===== src/pkg/cfwd_pkg.sv =====
// package for the configuration bytes and watchdog block
package cfwd_pkg;
  // printed register indices
  localparam logic [23:0] CFWD_IDX_OSC     = 24'h30_0002;
  localparam logic [23:0] CFWD_IDX_DOGPS   = 24'h30_0003;
  localparam logic [23:0] CFWD_IDX_EXTBUS  = 24'h30_0004;
  localparam logic [23:0] CFWD_IDX_PINPL   = 24'h30_0005;
  // byte addresses: four times the low index nibble
  localparam logic [7:0]  CFWD_A_OSC       = 8'h08;
  localparam logic [7:0]  CFWD_A_DOGPS     = 8'h0C;
  localparam logic [7:0]  CFWD_A_EXTBUS    = 8'h10;
  localparam logic [7:0]  CFWD_A_PINPL     = 8'h14;
  localparam logic [7:0]  CFWD_A_IDLO      = 8'h20;
  localparam logic [7:0]  CFWD_A_IDHI      = 8'h24;
  localparam logic [7:0]  CFWD_A_DOGCTL    = 8'h28;
  localparam logic [7:0]  CFWD_A_DOGCMD    = 8'h2C;
  localparam logic [7:0]  CFWD_A_DOGSTAT   = 8'h30;
  // implemented bit masks of the config bytes
  localparam logic [7:0]  CFWD_M_OSC       = 8'hC7;
  localparam logic [7:0]  CFWD_M_DOGPS     = 8'h0F;
  localparam logic [7:0]  CFWD_M_EXTBUS    = 8'hF8;
  localparam logic [7:0]  CFWD_M_PINPL     = 8'h0F;
  // field positions
  localparam int CFWD_B_TWOSPD  = 7;
  localparam int CFWD_B_FCM     = 6;
  localparam int CFWD_B_WAIT    = 7;
  localparam int CFWD_B_BW      = 6;
  localparam int CFWD_B_EMB     = 4;
  localparam int CFWD_B_SHIFT   = 3;
  localparam int CFWD_B_MASK    = 3;
  localparam int CFWD_B_PMP     = 2;
  localparam int CFWD_B_ECCP    = 1;
  localparam int CFWD_B_CAP2    = 0;
  localparam int CFWD_B_SOFTEN  = 0;
  localparam int CFWD_B_CFGEN   = 1;
  localparam int CFWD_B_VSTAT   = 6;
  // command bits
  localparam int CFWD_B_CLR     = 0;
  localparam int CFWD_B_SLEEP   = 1;
  // timing
  localparam int CFWD_CLK_MHZ   = 250;
  localparam int CFWD_BASE_MS   = 4;
  localparam int CFWD_BASE_CYC  = CFWD_BASE_MS * 1000 * CFWD_CLK_MHZ * 1000 / 1000;
  localparam int CFWD_PS_W      = 16;
  // axi responses
  localparam logic [1:0] CFWD_RESP_OK  = 2'b00;
  localparam logic [1:0] CFWD_RESP_ERR = 2'b10;
  // oscillator select codes
  typedef enum logic [2:0] {
    CFWD_OSC_INT      = 3'b000,
    CFWD_OSC_INT_CKO  = 3'b001,
    CFWD_OSC_INT_PLL  = 3'b010,
    CFWD_OSC_INTP_CKO = 3'b011,
    CFWD_OSC_XTAL     = 3'b100,
    CFWD_OSC_XTAL_PLL = 3'b101,
    CFWD_OSC_EXT      = 3'b110,
    CFWD_OSC_EXT_PLL  = 3'b111
  } cfwd_osc_e;
  // clock decode outputs
  typedef struct packed {
    logic use_internal;
    logic use_pll;
    logic clock_out_pin;
    logic usb_from_primary;
    logic two_speed_startup_en;
    logic clock_monitor_en;
  } cfwd_clk_s;
  // external bus and pin placement decode
  typedef struct packed {
    logic       ext_bus_on;
    logic [4:0] ext_addr_width;
    logic       wait_states_en;
    logic       bus_width_sel;
    logic       ext_addr_shift_en;
    logic       serial_addr_mask_mode;
    logic       parallel_port_placement;
    logic       capture_outputs_placement;
    logic [1:0] capture2_pin;
  } cfwd_bus_s;
  // capture 2 pin choices
  localparam logic [1:0] CFWD_CAP2_PC1 = 2'b00;
  localparam logic [1:0] CFWD_CAP2_PE7 = 2'b01;
  localparam logic [1:0] CFWD_CAP2_PB3 = 2'b10;
  // address widths
  localparam logic [4:0] CFWD_AW_12 = 5'd12;
  localparam logic [4:0] CFWD_AW_16 = 5'd16;
  localparam logic [4:0] CFWD_AW_20 = 5'd20;
  localparam logic [4:0] CFWD_AW_0  = 5'd0;
endpackage


===== src/rtl/cfwd_top.sv =====
// configuration bytes, part identification and watchdog with axi4-lite slave
// Operation
// - config bits readable, write-once per power cycle, one after power-on reset
// - oscillator byte bit 7 enables two-speed start-up
// - oscillator byte bit 6 enables fail-safe clock monitor
// - codes 111..100 pick external clock or crystal, with or without pll
// - codes 011..000 pick internal oscillator; pll and clock-out per code
// - postscale field gives divide ratio two to the field value
// - wait bit 1 disables bus wait states, 0 enables them
// - bus width bit selects 16-bit when 1, 8-bit when 0
// - bus field 11 no bus; 10/01/00 give 12/16/20 address bits
// - address shift bit offsets external address bus to zero
// - pin byte bit 3 selects 7-bit or 5-bit serial address masking
// - pin byte bit 2 places parallel port pins on external bus
// - pin byte bit 1 routes capture outputs to port E or port H
// - pin byte bit 0 routes capture 2 to C1, else E7 or B3
// - low id byte holds part code bits 7:5 and revision 4:0, read-only
// - watchdog runs on internal rc oscillator, enabling it enables the oscillator
// - watchdog base period is nominally 4 ms
// - base period drives 16-bit postscaler, tap picked by postscale field
// - sleep, clear instruction or oscillator failure clear counter and postscaler
// - software enable matters only when configuration enable is off
// - core-voltage status is read-only and continuously updated
// - configuration enable 1 forces watchdog on, else software bit decides
// - software enable is control bit 0, resets to 0
//
// Local design decision: register access over AXI4-Lite.
module cfwd_top
  import cfwd_pkg::*;
#(
  parameter int          BASE_CYC = CFWD_BASE_CYC,
  parameter logic [7:0]  PART_HI  = 8'h5A, // arbitrary identification value
  parameter logic [2:0]  PART_LO  = 3'b011, // arbitrary identification value
  parameter logic [4:0]  REVISION = 5'h01   // arbitrary identification value
) (
  // clock and reset
  input  wire logic        aclk,
  input  wire logic        aresetn,
  input  wire logic        por_n,
  // axi4-lite write
  input  wire logic [7:0]  s_axi_awaddr,
  input  wire logic        s_axi_awvalid,
  output logic             s_axi_awready,
  input  wire logic [31:0] s_axi_wdata,
  input  wire logic [3:0]  s_axi_wstrb,
  input  wire logic        s_axi_wvalid,
  output logic             s_axi_wready,
  output logic [1:0]       s_axi_bresp,
  output logic             s_axi_bvalid,
  input  wire logic        s_axi_bready,
  // axi4-lite read
  input  wire logic [7:0]  s_axi_araddr,
  input  wire logic        s_axi_arvalid,
  output logic             s_axi_arready,
  output logic [31:0]      s_axi_rdata,
  output logic [1:0]       s_axi_rresp,
  output logic             s_axi_rvalid,
  input  wire logic        s_axi_rready,
  // core events and status pins
  input  wire logic        config_dog_enable,
  input  wire logic        osc_fail,
  input  wire logic        core_voltage_ok,
  input  wire logic        cpu_sleeping,
  // decoded configuration
  output cfwd_clk_s        clk_cfg,
  output cfwd_bus_s        bus_cfg,
  output logic [2:0]       osc_select,
  output logic [3:0]       dog_postscale_sel,
  // watchdog outputs
  output logic             internal_rc_osc_en,
  output logic             dog_reset,
  output logic             dog_wake
);

  // config bytes and their written flags, restored only by power-on reset
  logic [7:0] osc_reg, dogps_reg, extbus_reg, pinpl_reg;
  logic [7:0] osc_wr_reg, dogps_wr_reg, extbus_wr_reg, pinpl_wr_reg;
  logic       soft_en_reg, timeout_flag_reg;
  logic [1:0] fail_sync_reg, cfgen_sync_reg, vstat_sync_reg, sleep_sync_reg;
  logic [31:0] base_cnt_reg;
  logic [CFWD_PS_W:0] ps_cnt_reg;
  logic       aw_hold_reg, w_hold_reg;
  logic [7:0] aw_addr_reg;
  logic [31:0] w_data_reg;
  logic [3:0] w_strb_reg;
  logic       clr_pulse_reg, sleep_cmd_reg;

  // bus write: capture address and data in either order
  wire aw_take = s_axi_awvalid && s_axi_awready;
  wire w_take  = s_axi_wvalid && s_axi_wready;
  wire wr_go   = aw_hold_reg && w_hold_reg && !s_axi_bvalid;
  wire [7:0] wr_byte = w_strb_reg[0] ? w_data_reg[7:0] : 8'h00;
  wire wr_lane = w_strb_reg[0];
  wire wr_osc    = wr_go && wr_lane && aw_addr_reg == CFWD_A_OSC;
  wire wr_dogps  = wr_go && wr_lane && aw_addr_reg == CFWD_A_DOGPS;
  wire wr_extbus = wr_go && wr_lane && aw_addr_reg == CFWD_A_EXTBUS;
  wire wr_pinpl  = wr_go && wr_lane && aw_addr_reg == CFWD_A_PINPL;
  wire wr_ctl    = wr_go && wr_lane && aw_addr_reg == CFWD_A_DOGCTL;
  wire wr_cmd    = wr_go && wr_lane && aw_addr_reg == CFWD_A_DOGCMD;
  wire wr_stat   = wr_go && wr_lane && aw_addr_reg == CFWD_A_DOGSTAT;
  wire wr_known  = aw_addr_reg == CFWD_A_OSC || aw_addr_reg == CFWD_A_DOGPS ||
                   aw_addr_reg == CFWD_A_EXTBUS || aw_addr_reg == CFWD_A_PINPL ||
                   aw_addr_reg == CFWD_A_IDLO || aw_addr_reg == CFWD_A_IDHI ||
                   aw_addr_reg == CFWD_A_DOGCTL || aw_addr_reg == CFWD_A_DOGCMD ||
                   aw_addr_reg == CFWD_A_DOGSTAT;

  // write-once merge: unwritten bits only
  function automatic logic [7:0] once_val(input logic [7:0] cur, input logic [7:0] wr,
                                          input logic [7:0] d, input logic [7:0] m);
    once_val = (cur & (wr | ~m)) | (d & ~wr & m);
  endfunction

  // config bytes: held across warm resets, ones after power-on
  always_ff @(posedge aclk) begin
    if (!por_n) begin
      osc_reg       <= CFWD_M_OSC;
      dogps_reg     <= CFWD_M_DOGPS;
      extbus_reg    <= CFWD_M_EXTBUS;
      pinpl_reg     <= CFWD_M_PINPL;
      osc_wr_reg    <= 8'h00;
      dogps_wr_reg  <= 8'h00;
      extbus_wr_reg <= 8'h00;
      pinpl_wr_reg  <= 8'h00;
    end else begin
      if (wr_osc) begin
        osc_reg    <= once_val(osc_reg, osc_wr_reg, wr_byte, CFWD_M_OSC);
        osc_wr_reg <= osc_wr_reg | CFWD_M_OSC;
      end
      if (wr_dogps) begin
        dogps_reg    <= once_val(dogps_reg, dogps_wr_reg, wr_byte, CFWD_M_DOGPS);
        dogps_wr_reg <= dogps_wr_reg | CFWD_M_DOGPS;
      end
      if (wr_extbus) begin
        extbus_reg    <= once_val(extbus_reg, extbus_wr_reg, wr_byte, CFWD_M_EXTBUS);
        extbus_wr_reg <= extbus_wr_reg | CFWD_M_EXTBUS;
      end
      if (wr_pinpl) begin
        pinpl_reg    <= once_val(pinpl_reg, pinpl_wr_reg, wr_byte, CFWD_M_PINPL);
        pinpl_wr_reg <= pinpl_wr_reg | CFWD_M_PINPL;
      end
    end
  end

  // write channel handshake
  always_ff @(posedge aclk) begin
    if (!aresetn) begin
      aw_hold_reg   <= 1'b0;
      w_hold_reg    <= 1'b0;
      aw_addr_reg   <= 8'h00;
      w_data_reg    <= 32'h0000_0000;
      w_strb_reg    <= 4'h0;
      s_axi_bvalid  <= 1'b0;
      s_axi_bresp   <= CFWD_RESP_OK;
    end else begin
      if (aw_take) begin
        aw_hold_reg <= 1'b1;
        aw_addr_reg <= {s_axi_awaddr[7:2], 2'b00};
      end
      if (w_take) begin
        w_hold_reg <= 1'b1;
        w_data_reg <= s_axi_wdata;
        w_strb_reg <= s_axi_wstrb;
      end
      if (wr_go) begin
        aw_hold_reg  <= 1'b0;
        w_hold_reg   <= 1'b0;
        s_axi_bvalid <= 1'b1;
        s_axi_bresp  <= wr_known ? CFWD_RESP_OK : CFWD_RESP_ERR;
      end else if (s_axi_bvalid && s_axi_bready) begin
        s_axi_bvalid <= 1'b0;
      end
    end
  end

  // ready only while the holding slot is empty
  always_ff @(posedge aclk) begin
    if (!aresetn) begin
      s_axi_awready <= 1'b0;
      s_axi_wready  <= 1'b0;
    end else begin
      s_axi_awready <= !aw_hold_reg && !aw_take && !s_axi_awready;
      s_axi_wready  <= !w_hold_reg && !w_take && !s_axi_wready;
    end
  end

  // two-flop synchronisers for pins
  always_ff @(posedge aclk) begin
    if (!aresetn) begin
      fail_sync_reg  <= 2'b00;
      cfgen_sync_reg <= 2'b00;
      vstat_sync_reg <= 2'b00;
      sleep_sync_reg <= 2'b00;
    end else begin
      fail_sync_reg  <= {fail_sync_reg[0], osc_fail};
      cfgen_sync_reg <= {cfgen_sync_reg[0], config_dog_enable};
      vstat_sync_reg <= {vstat_sync_reg[0], core_voltage_ok};
      sleep_sync_reg <= {sleep_sync_reg[0], cpu_sleeping};
    end
  end

  // software enable and commands; expiry closes the last of 2^sel base periods
  wire dog_on    = cfgen_sync_reg[1] | soft_en_reg;
  wire base_tick = base_cnt_reg == 32'(BASE_CYC - 1);
  wire [CFWD_PS_W:0] ps_top = {{CFWD_PS_W{1'b0}}, 1'b1} << dog_postscale_sel;
  wire ps_expire = base_tick && ps_cnt_reg + 1'b1 == ps_top;
  wire dog_clear = clr_pulse_reg | sleep_cmd_reg | fail_sync_reg[1] | !dog_on;
  always_ff @(posedge aclk) begin
    if (!aresetn) begin
      soft_en_reg      <= 1'b0;
      clr_pulse_reg    <= 1'b0;
      sleep_cmd_reg    <= 1'b0;
    end else begin
      if (wr_ctl) soft_en_reg <= wr_byte[CFWD_B_SOFTEN];
      clr_pulse_reg <= wr_cmd && wr_byte[CFWD_B_CLR];
      sleep_cmd_reg <= wr_cmd && wr_byte[CFWD_B_SLEEP];
    end
  end

  // time-out flag survives warm reset; set wins over software clear
  always_ff @(posedge aclk) begin
    if (!por_n) timeout_flag_reg <= 1'b0;
    else if (ps_expire && dog_on) timeout_flag_reg <= 1'b1;
    else if (wr_stat && wr_byte[CFWD_B_CLR]) timeout_flag_reg <= 1'b0;
  end

  // base period counter and postscaler
  always_ff @(posedge aclk) begin
    if (!aresetn || dog_clear || ps_expire) begin
      base_cnt_reg <= 32'h0000_0000;
      ps_cnt_reg   <= '0;
    end else if (base_tick) begin
      base_cnt_reg <= 32'h0000_0000;
      ps_cnt_reg   <= ps_cnt_reg + 1'b1;
    end else begin
      base_cnt_reg <= base_cnt_reg + 32'h0000_0001;
    end
  end

  // time-out outputs: reset when awake, wake when sleeping
  always_ff @(posedge aclk) begin
    if (!aresetn) begin
      dog_reset          <= 1'b0;
      dog_wake           <= 1'b0;
      internal_rc_osc_en <= 1'b0;
    end else begin
      dog_reset          <= ps_expire && dog_on && !sleep_sync_reg[1];
      dog_wake           <= ps_expire && dog_on && sleep_sync_reg[1];
      internal_rc_osc_en <= dog_on;
    end
  end

  // decode of the configuration fields
  wire [2:0] osc_code = osc_reg[2:0];
  wire [1:0] emb      = extbus_reg[CFWD_B_EMB +: 2];
  wire       ext_on   = emb != 2'b11;
  cfwd_clk_s clk_next;
  cfwd_bus_s bus_next;
  assign clk_next.two_speed_startup_en = osc_reg[CFWD_B_TWOSPD];
  assign clk_next.clock_monitor_en     = osc_reg[CFWD_B_FCM];
  assign clk_next.use_internal         = !osc_code[2];
  assign clk_next.use_pll              = osc_code == CFWD_OSC_EXT_PLL ||
                                         osc_code == CFWD_OSC_XTAL_PLL ||
                                         osc_code == CFWD_OSC_INTP_CKO ||
                                         osc_code == CFWD_OSC_INT_PLL;
  assign clk_next.clock_out_pin        = osc_code == CFWD_OSC_EXT_PLL ||
                                         osc_code == CFWD_OSC_EXT ||
                                         osc_code == CFWD_OSC_INTP_CKO ||
                                         osc_code == CFWD_OSC_INT_CKO;
  assign clk_next.usb_from_primary     = osc_code[2];
  assign bus_next.ext_bus_on           = ext_on;
  assign bus_next.ext_addr_width       = emb == 2'b10 ? CFWD_AW_12 :
                                         emb == 2'b01 ? CFWD_AW_16 :
                                         emb == 2'b00 ? CFWD_AW_20 : CFWD_AW_0;
  assign bus_next.wait_states_en       = !extbus_reg[CFWD_B_WAIT];
  assign bus_next.bus_width_sel        = extbus_reg[CFWD_B_BW];
  assign bus_next.ext_addr_shift_en    = extbus_reg[CFWD_B_SHIFT];
  assign bus_next.serial_addr_mask_mode = pinpl_reg[CFWD_B_MASK];
  assign bus_next.parallel_port_placement = pinpl_reg[CFWD_B_PMP];
  assign bus_next.capture_outputs_placement = pinpl_reg[CFWD_B_ECCP];
  assign bus_next.capture2_pin         = pinpl_reg[CFWD_B_CAP2] ? CFWD_CAP2_PC1 :
                                         ext_on ? CFWD_CAP2_PB3 : CFWD_CAP2_PE7;

  // registered decode outputs
  always_ff @(posedge aclk) begin
    clk_cfg           <= clk_next;
    bus_cfg           <= bus_next;
    osc_select        <= osc_code;
    dog_postscale_sel <= dogps_reg[3:0];
  end

  // read decode
  wire [7:0] dog_ctl_rd = {1'b0, vstat_sync_reg[1], 5'b0_0000, soft_en_reg};
  wire [7:0] dog_st_rd  = {6'b00_0000, cfgen_sync_reg[1], timeout_flag_reg};
  wire [7:0] rd_a = {s_axi_araddr[7:2], 2'b00};
  wire [7:0] rd_byte =
    rd_a == CFWD_A_OSC     ? osc_reg :
    rd_a == CFWD_A_DOGPS   ? dogps_reg :
    rd_a == CFWD_A_EXTBUS  ? extbus_reg :
    rd_a == CFWD_A_PINPL   ? pinpl_reg :
    rd_a == CFWD_A_IDLO    ? {PART_LO, REVISION} :
    rd_a == CFWD_A_IDHI    ? PART_HI :
    rd_a == CFWD_A_DOGCTL  ? dog_ctl_rd :
    rd_a == CFWD_A_DOGSTAT ? dog_st_rd : 8'h00;
  wire rd_known = rd_a == CFWD_A_OSC || rd_a == CFWD_A_DOGPS || rd_a == CFWD_A_EXTBUS ||
                  rd_a == CFWD_A_PINPL || rd_a == CFWD_A_IDLO || rd_a == CFWD_A_IDHI ||
                  rd_a == CFWD_A_DOGCTL || rd_a == CFWD_A_DOGCMD ||
                  rd_a == CFWD_A_DOGSTAT;
  wire ar_take = s_axi_arvalid && s_axi_arready;

  // read channel
  always_ff @(posedge aclk) begin
    if (!aresetn) begin
      s_axi_arready <= 1'b0;
      s_axi_rvalid  <= 1'b0;
      s_axi_rdata   <= 32'h0000_0000;
      s_axi_rresp   <= CFWD_RESP_OK;
    end else begin
      s_axi_arready <= !s_axi_rvalid && !ar_take && !s_axi_arready;
      if (ar_take) begin
        s_axi_rvalid <= 1'b1;
        s_axi_rdata  <= {24'h00_0000, rd_byte};
        s_axi_rresp  <= rd_known ? CFWD_RESP_OK : CFWD_RESP_ERR;
      end else if (s_axi_rvalid && s_axi_rready) begin
        s_axi_rvalid <= 1'b0;
      end
    end
  end

endmodule


===== config.mk =====
export PLATFORM = sky130hd
export DESIGN_NAME = cfwd_top
export DESIGN_NICKNAME = d
export VERILOG_FILES = /design/src/pkg/cfwd_pkg.sv /design/src/rtl/cfwd_top.sv
export SDC_FILE = /design/constraint.sdc
export NUM_CORES = 1
export LEC_CHECK = 0
export BUFFER_PORTS_ARGS = -buffer_cell sky130_fd_sc_hd__buf_2
export CORE_MARGIN = 4
export CORE_UTILIZATION = 54
export DETAILED_ROUTE_END_ITERATION = 7
export HOLD_SLACK_MARGIN = 0.02
export PLACE_DENSITY = 0.79
export SKIP_CTS_REPAIR_TIMING = 1
export SYNTH_ARGS = -nofsm -noshare
export SYNTH_HDL_FRONTEND = slang
export SYNTH_SLANG_ARGS = --single-unit

===== constraint.sdc =====
create_clock -name aclk -period 3.2 [get_ports aclk]
set_input_delay 0.16 -clock aclk [delete_from_list [all_inputs] [get_ports aclk]]
set_output_delay 0.16 -clock aclk [all_outputs]
set_load 0.01 [all_outputs]

==> results of run 1 <==
## worst max-delay path, delay by kind of cell (launching register included)
| family | cells | cell delay [ns] |
|---|---|---|
| simple gates | 4 | 1.03 |
| flops | 1 | 0.46 |
| compound gates | 2 | 0.40 |
| fa+ha+maj | 1 | 0.27 |
| buf+inv | 1 | 0.25 |
| mux | 1 | 0.23 |
## power by group through the flow
| stage | Sequential, mW | Combinational (mW) | Clock, mW |
|---|---|---|---|
| floorplan | 1.85 | 0.116 | 0 |
| global placement | 1.85 | 0.133 | 0 |
| detailed placement | 1.85 | 0.137 | 0 |
| CTS | 1.81 | 0.138 | 1.95 |
| global route | 1.81 | 0.179 | 2.04 |
| finish | 1.81 | 0.160 | 1.93 |
## final cells by class
class                   count  share of cell area, %
multi-input cells         530                  42.12
inverters                  17                 0.8628
flip-flops and latches    142                  38.44
diodes                      1                0.03384
clock inverters            14                  1.996
repair buffers             99                  8.188
well taps                 143                  2.419
clock buffers              18                  5.938
## how the worst max path moves through the flow
stage	from	to	slack (ns)	depth (start not counted)
finish	ps_cnt_reg[0]	ps_cnt_reg[5]	0.44	9
global route	ps_cnt_reg[0]	ps_cnt_reg[9]	0.25	9
CTS	ps_cnt_reg[0]	ps_cnt_reg[5]	0.46	9
detailed placement	ps_cnt_reg[0]	ps_cnt_reg[9]	0.49	9
global placement	ps_cnt_reg[0]	ps_cnt_reg[10]	0.56	9
floorplan	ps_cnt_reg[0]	ps_cnt_reg[10]	0.91	9
## logic make-up after synthesis
group,count (synthesis),synth area share [%]
and+or+nand+nor,332,27.84
DFF,142,45.30
AOI/OAI and AO/OA,93,8.894
buffers and inverters,76,6.660
xor gates and xnor gates,59,8.235
muxes,16,2.612
adders and majority gates,2,0.3987
other,1,0.05976
## per-stage QoR
stage               instances  area (µm²)  setup slack [ns]  hold slack [ns]
CTS                       943        7193            0.4555         -0.05472
global route              964        7396            0.2495          0.02337
global placement          911        6606            0.5622           0.3558
finish                    964        7396            0.4379        -0.002928
detailed placement        911        6606            0.4928           0.3531
floorplan                 748        6376            0.9139           0.2777
## routing by layer
layer | wire length [µm] | track usage, % | up-vias
li1 | - | - | 2613
met1 | 5934 | 24.55 | 2499
met2 | 7199 | 36.21 | 165
met3 | 781 | 6.580 | 33
met4 | 425 | 9.590 | 0
met5 | 0 | 0 | -
## synth_stat cells, drive strengths merged, types with 14 or more instances
cell type	count	area share, %
buf	40	4.5
o21ai	19	1.5
nor2	66	3.9
a21oi	42	3.3
nor3	41	3.5
nand4	14	1.7
nand3	35	3.0
nand2	85	5.1
inv	17	1.0
clkbuf	19	1.2
xor2	32	4.5
xnor2	27	3.8
and2	17	1.7
dfxtp	142	45
==> results.json, run 1 <==
{
  "status": "finished, violations left",
  "violations": "hold timing",
  "hpwlAfterDp_um": 9896,
  "hold_violations": 1,
  "drv_slew": 0,
  "synthCells": 721,
  "min_period_ns": 2.762,
  "cts_root_buf": "clkbuf_16",
  "nNetsFinal": 873,
  "r2r-end": "ps_cnt_reg[5]",
  "cp.arrival_ns": 3.06,
  "syn_area_per_cell_um2": 8.703,
  "start_util_pct": 54.95,
  "max_freq_mhz": 362.0,
  "die_h_um": 115.8,
  "rows": 39,
  "hp-start": "s_axi_wdata[1]",
  "cp-start-kind": "flop",
  "placement.io_buffers": 75,
  "drive_gt1_share_pct": 15.61,
  "clkTransAtPathRegs_ns": 0.06,
  "cp-end-kind": "flop",
  "globalRouteTotalUtil_pct": 21.27,
  "cts_tree": "built",
  "grt_pass1_vias": 5066,
  "rsz0062_at_grt": "no",
  "drtPass1Iterations": 4,
  "fin_skew_ns": 0.009082,
  "crit_path_max_fanout": 11,
  "post-route-period-util_pct": 86.32,
  "slowest_delay_ns": 0.46,
  "final_util_pct": 64.77,
  "clkPwrFrac_pct": 49.4,
  "ff2ff_setup_slack_ns": 0.44,
  "synth_seq_cells": 142,
  "final_cell_mix": "dfxtp_1, nand2_1, buf_2, nor2_1, a21oi_1",
  "die-width_um": 115.8,
  "rr_worst_depth": 9,
  "core-area_mm2": 0.01142,
  "wl_um": 14340,
  "final-setup-viol-count": 0,
  "path_class": "flop to flop",
  "p_leak_nw": 2.786,
  "die_area_mm2": 0.01341,
  "gp_congestion": 0.8823,
  "cp_cell_sequence": "ha_1 > nand3_2 > nor4_4 > mux2i_1 > a31oi_1 > a221o_1 > nor3_4 > buf_4 > nor3_1",
  "async_reset_ff_share_pct": 0,
  "hold_end": "w_data_reg[1]",
  "wire_per_inst_um": 14.88,
  "clock_latency_ns": 0.42,
  "antenna_found_initial": 1,
  "drc": 0,
  "synth.yosys.seq_area_share_pct": 45.30,
  "cts_buffer_depth": 2,
  "clkSinkCount": 142,
  "ys.warnings.count": 0,
  "finalPower_mw": 3.899,
  "drv_cap": 0,
  "vias_per_cell": 5.508,
  "grt_pass1_wl_um": 22890,
  "synth_edf_count": 0,
  "multiInputGateArea_mm2": 0.003115,
  "h-tree-depth": 4,
  "comb_power_share_pct": 4.1,
  "netlist_area_mm2": 0.006275,
  "worstHoldPathCells": 3,
  "nFillCells": 940,
  "mostFrequentLayoutCell": "dfxtp_1",
  "area_delta_synth_final_pct": 17.87,
  "ir_worst_vdd_mv": 0.5395,
  "regArea_mm2": 0.002843,
  "synthDistinctLibCells": 63,
  "worstReg2RegStart": "ps_cnt_reg[0]",
  "slowest_stage": "dfxtp_1",
  "postRouteAntennaNets": 0,
  "intPower_mw": 2.975,
  "required_ns": 3.50,
  "slew_headroom_pct": 30.85,
  "tns_ns": 0,
  "p_sw_mw": 0.9240,
  "vias": 5310,
  "worstHoldPathType": "primary input to flop",
  "max_slew.worst_pin.slew_ns": 1.036,
  "synthFlopType": "dfxtp_1",
  "detail_route.iter0.violations": 268,
  "fin_hold_ws_ns": -0.002928,
  "numCtsBuffers": 17,
  "seq_power_share_pct": 46.5,
  "p_per_area_mw_per_mm2": 527.1,
  "p_sw_share_pct": 23.70,
  "grt_start_max_net_pins": 33,
  "io_pins": 135,
  "overflow": 0
}
Power figures use the tool's default switching activity.
==> inputs of run 2 (changes only) <==
==> constraint.sdc (replaced) <==
create_clock -name aclk -period 3.1 [get_ports aclk]
set_input_delay 0.155 -clock aclk [delete_from_list [all_inputs] [get_ports aclk]]
set_output_delay 0.155 -clock aclk [all_outputs]
set_load 0.01 [all_outputs]
==> run 2 against run 1 <==
Compared with the run above:
- the run now ends clean
- die area unchanged
- sequential power up 3%
- first-iteration DRC count up 21%
- largest cell class unchanged
==> results.json, run 2 (synthesis gave the netlist of run 1 again) <==
{
  "status": "completed",
  "die_area_mm2": 0.01341,
  "cts_tree": "built",
  "h-tree-depth": 4,
  "drive_gt1_share_pct": 15.61,
  "nFillCells": 929,
  "die_h_um": 115.8,
  "drv_slew": 0,
  "p_leak_nw": 2.810,
  "min_period_ns": 2.789,
  "die-width_um": 115.8,
  "crit_path_max_fanout": 10,
  "fin_cells": 964,
  "seq_power_share_pct": 45.3,
  "clkTransAtPathRegs_ns": 0.07,
  "drtPass1Iterations": 5,
  "clock_latency_ns": 0.42,
  "nNetsFinal": 873,
  "wire_per_inst_um": 15.03,
  "tns_ns": 0,
  "fin_skew_ns": 0.007853,
  "clkSinkCount": 142,
  "mostFrequentLayoutCell": "dfxtp_1",
  "cts_root_buf": "clkbuf_16",
  "cts_buffer_depth": 2,
  "detail_route.iter0.violations": 325,
  "vias": 5370,
  "regArea_mm2": 0.002843,
  "overflow": 0,
  "p_per_area_mw_per_mm2": 556.9,
  "hold_violations": 0,
  "intPower_mw": 3.154,
  "globalRouteTotalUtil_pct": 22.32,
  "max_freq_mhz": 358.6,
  "wl_um": 14490,
  "final_cell_mix": "dfxtp_1, nand2_1, buf_2, nor2_1, a21oi_1",
  "antenna_found_initial": 1,
  "gp_congestion": 0.8614,
  "comb_power_share_pct": 4.0,
  "post-route-period-util_pct": 89.96,
  "vias_per_cell": 5.571,
  "drc": 0,
  "placement.io_buffers": 75,
  "grt_pass1_wl_um": 23990,
  "slew_headroom_pct": 30.87,
  "p_sw_share_pct": 23.67,
  "worstHoldPathType": "primary input to flop",
  "core-area_mm2": 0.01142,
  "final-setup-viol-count": 0,
  "cp-end-kind": "flop",
  "fin_hold_ws_ns": 0.005611,
  "start_util_pct": 54.95,
  "grt_start_max_net_pins": 33,
  "multiInputGateArea_mm2": 0.003115,
  "rsz0062_at_grt": "no",
  "path_class": "flop to flop",
  "postRouteAntennaNets": 0,
  "rows": 39,
  "required_ns": 3.40,
  "clkPwrFrac_pct": 50.7,
  "cp-start-kind": "flop",
  "io_pins": 135,
  "p_sw_mw": 0.9782,
  "hpwlAfterDp_um": 9815,
  "drv_cap": 0,
  "cp.arrival_ns": 3.09,
  "grt_pass1_vias": 5131,
  "area_delta_synth_final_pct": 18.25,
  "numCtsBuffers": 17,
  "dpl.cell_count": 911,
  "ir_worst_vdd_mv": 0.5912,
  "max_slew.worst_pin.slew_ns": 1.036
}
[run 2: routing by layer]
layer | track usage (%) | part of all wire [%]
met1 | 26.76 | 40
met2 | 37.97 | 51
met3 | 5.901 | 6.0
met4 | 9.281 | 2.4
met5 | 0 | 0
[run 2: critical path, stage by stage, from the launching register on]
cell     delay (ns)
dfxtp_1        0.46
ha_1           0.30
nand3_2        0.21
nor4_4         0.33
mux2i_1        0.23
a31oi_1        0.05
a221o_1        0.32
nor3_4         0.44
buf_4          0.26
nor3_1         0.07
[run 2: worst paths after layout]
check | startpoint | endpoint | slack (ns) | depth (start not counted)
max | ps_cnt_reg[0] | ps_cnt_reg[7] | 0.31 | 9
min reg2reg | flop | dog_postscale_sel[2] | 0.37 | 0
min | s_axi_awaddr[2] | aw_addr_reg[2] | 0.006 | 3
max reg2reg | ps_cnt_reg[0] | ps_cnt_reg[7] | 0.31 | 9
[run 2: power groups by stage]
stage | Clock (mW) | Combinational, mW | Sequential [mW]
2_1_floorplan | 0 | 0.119 | 1.91
3_3_place_gp | 0 | 0.137 | 1.91
3_5_place_dp | 0 | 0.142 | 1.91
4_1_cts | 2.11 | 0.144 | 1.87
5_1_grt | 2.21 | 0.185 | 1.87
6_report | 2.10 | 0.165 | 1.87
[run 2: metrics by stage]
stage / area, µm² / setup slack (ns) / util [%] / total power [mW]
6_report: 7420 / 0.3112 / 64.98 / 4.132
3_3_place_gp: 6606 / 0.4902 / 57.86 / 2.046
2_1_floorplan: 6376 / 0.8139 / - / 2.026
3_5_place_dp: 6606 / 0.3526 / 57.86 / 2.052
5_1_grt: 7420 / 0.09742 / 64.98 / 4.264
4_1_cts: 7217 / 0.3097 / 63.20 / 4.126
[run 2: cell type report]
cell class,instances,share of cell area (%)
clock inverter,14,2.310
tap,143,2.411
antenna,1,0.03373
timing repair buffer,99,8.162
sequential,142,38.31
multi-input combinational,530,41.99
inverter,17,0.8600
clock buffer,18,5.919
==> inputs of run 3 (changes only) <==
--- a/config.mk
+++ b/config.mk
@@ -7,10 +7,11 @@
 export LEC_CHECK = 0
 export BUFFER_PORTS_ARGS = -buffer_cell sky130_fd_sc_hd__buf_2
 export CORE_MARGIN = 4
-export CORE_UTILIZATION = 54
+export CORE_UTILIZATION = 44
 export DETAILED_ROUTE_END_ITERATION = 7
+export GPL_TIMING_DRIVEN = 0
 export HOLD_SLACK_MARGIN = 0.02
-export PLACE_DENSITY = 0.79
+export PLACE_DENSITY = 0.67
 export SKIP_CTS_REPAIR_TIMING = 1
 export SYNTH_ARGS = -nofsm -noshare
 export SYNTH_HDL_FRONTEND = slang
==> run 3 against run 2 <==
Compared with the run above:
- final area is 4.9% higher
- non-clock buffer count is 54 higher
- clock skew is 0.0066 ns higher
- critical path depth stayed put
- combinational power is 22% higher
- clock power hardly changed
- hold slack worse by 0.0044 ns
- setup slack better by 0.033 ns
- routed wire length is 1.4% higher
- sequential cell count stayed put
- first-iteration DRC count is 6.2% lower
- largest cell class unchanged
==> results.json, run 3 (synthesis gave the netlist of run 1 again) <==
{
  "status": "completed",
  "hold_end": "s_axi_rvalid",
  "vias": 5208,
  "placement.io_buffers": 74,
  "io_pins": 135,
  "worstReg2RegStart": "ps_cnt_reg[0]",
  "cts_tree": "built",
  "required_ns": 3.38,
  "r2r-end": "ps_cnt_reg[8]",
  "drive_gt1_share_pct": 18.35,
  "hold_violations": 0,
  "core-area_mm2": 0.01393,
  "cp.arrival_ns": 3.04,
  "clkSinkCount": 142,
  "die-width_um": 127.4,
  "hpwlAfterDp_um": 10470,
  "cp_cell_sequence": "ha_1 > nand3_2 > nor4_4 > mux2_1 > a31oi_1 > a221o_1 > nor3_4 > buf_6 > nor3_1",
  "min_period_ns": 2.756,
  "drtPass1Iterations": 4,
  "nNetsFinal": 927,
  "die_area_mm2": 0.01624,
  "slowest_stage": "dfxtp_1",
  "clkTransAtPathRegs_ns": 0.06,
  "drc": 0,
  "globalRouteTotalUtil_pct": 18.24,
  "grt_pass1_wl_um": 24080,
  "final_cell_mix": "dfxtp_1, nand2_1, buf_2, nor2_1, a21oi_1",
  "antenna_found_initial": 0,
  "rr_worst_depth": 9,
  "clock_latency_ns": 0.42,
  "drv_cap": 0,
  "p_leak_nw": 2.995,
  "worstHoldPathType": "primary input to flop",
  "crit_path_max_fanout": 10,
  "die_h_um": 127.4,
  "wire_per_inst_um": 13.96,
  "area_delta_synth_final_pct": 24.01,
  "regArea_mm2": 0.002843,
  "diodes": 0,
  "postRouteAntennaNets": 0,
  "rows": 43,
  "grt_start_max_net_pins": 17,
  "worstHoldPathCells": 3,
  "ff2ff_setup_slack_ns": 0.34,
  "postPlaceCellArea_mm2": 0.006972,
  "cp-start-kind": "flop",
  "start_util_pct": 45.03,
  "h-tree-depth": 4,
  "wl_um": 14690,
  "ir_worst_vdd_mv": 0.4083,
  "cts_buffer_depth": 2,
  "final_util_pct": 55.84,
  "numCtsBuffers": 17,
  "crit_path_start": "ps_cnt_reg[0]",
  "multiInputGateArea_mm2": 0.003115,
  "post-route-period-util_pct": 88.90,
  "overflow": 0,
  "rsz0062_at_grt": "no",
  "hp-start": "s_axi_rready",
  "cp-end-kind": "flop",
  "fin_cells": 1052,
  "max_slew.worst_pin.slew_ns": 0.8732,
  "path_class": "flop to flop",
  "gp_congestion": 0.8519,
  "vias_per_cell": 4.951,
  "final-setup-viol-count": 0,
  "slowest_delay_ns": 0.44,
  "grt_pass1_vias": 4867,
  "cts_root_buf": "clkbuf_16",
  "slew_headroom_pct": 41.25,
  "mostFrequentLayoutCell": "dfxtp_1",
  "fin_skew_ns": 0.01445,
  "detail_route.iter0.violations": 305,
  "tns_ns": 0,
  "stdcell_area_mm2": 0.007781,
  "nFillCells": 1302,
  "drv_slew": 0,
  "p_per_area_mw_per_mm2": 536.9,
  "dpl.cell_count": 1002,
  "max_freq_mhz": 362.9
}
## run 3: cell count changes in the layout (fill, tap and decap cells not counted), sizes merged
cell,previous run,this run
clkinv,3,2
diode,1,0
inv,25,20
bufinv,2,3
clkinvlp,1,3
buf,79,114
clkbuf,18,38
## run 3: worst max-delay path by stage
stage,endpoint,slack (ns),cells past startpoint
floorplan,ps_cnt_reg[10],0.81,9
detailed placement,base_cnt_reg[27],0.36,8
finish,ps_cnt_reg[8],0.34,9
global placement,ps_cnt_reg[8],0.39,9
CTS,ps_cnt_reg[11],0.32,9
global route,ps_cnt_reg[8],0.11,9
## run 3: final cells by class
cell class                 count  share of cell area, %
sequential                   142                  36.53
clock inverter                11                  2.010
timing repair buffer          94                  7.332
tap                          180                  2.894
buffer                        59                  4.551
multi-input combinational    530                  40.04
inverter                      17                 0.8201
clock buffer                  19                  5.821
## run 3: report_power, final
part | internal, mW | total (mW) | switching, mW
combinational | 0.0920 | 0.202 | 0.110
sequential | 1.85 | 1.87 | 0.0159
clock | 1.31 | 2.11 | 0.800
## run 3: layer usage
metal	vias to the layer above	routed length [µm]	GRT usage (%)
met5	-	0	0
met4	0	107	4.669
met3	8	514	4.933
met2	80	7304	30.54
met1	2402	6762	23.35
li1	2718	-	-
## run 3: through the flow
step                      hold WS (ns)  setup slack, ns  total power, mW
after floorplan                 0.2727           0.8139            2.026
after global placement          0.3368           0.3926            2.086
after detailed placement        0.3367           0.3589            2.087
after CTS                     -0.06416           0.3155            4.188
after global routing           0.01743           0.1052            4.315
final                         0.001193           0.3442            4.178
## run 3: worst max-delay path, delay by kind of cell (launching register included)
family	cells	cell delay (ns)
compound gates	2	0.45
fa+ha+maj	1	0.28
buf+inv	1	0.21
flops	1	0.44
mux	1	0.19
simple gates	4	1.05
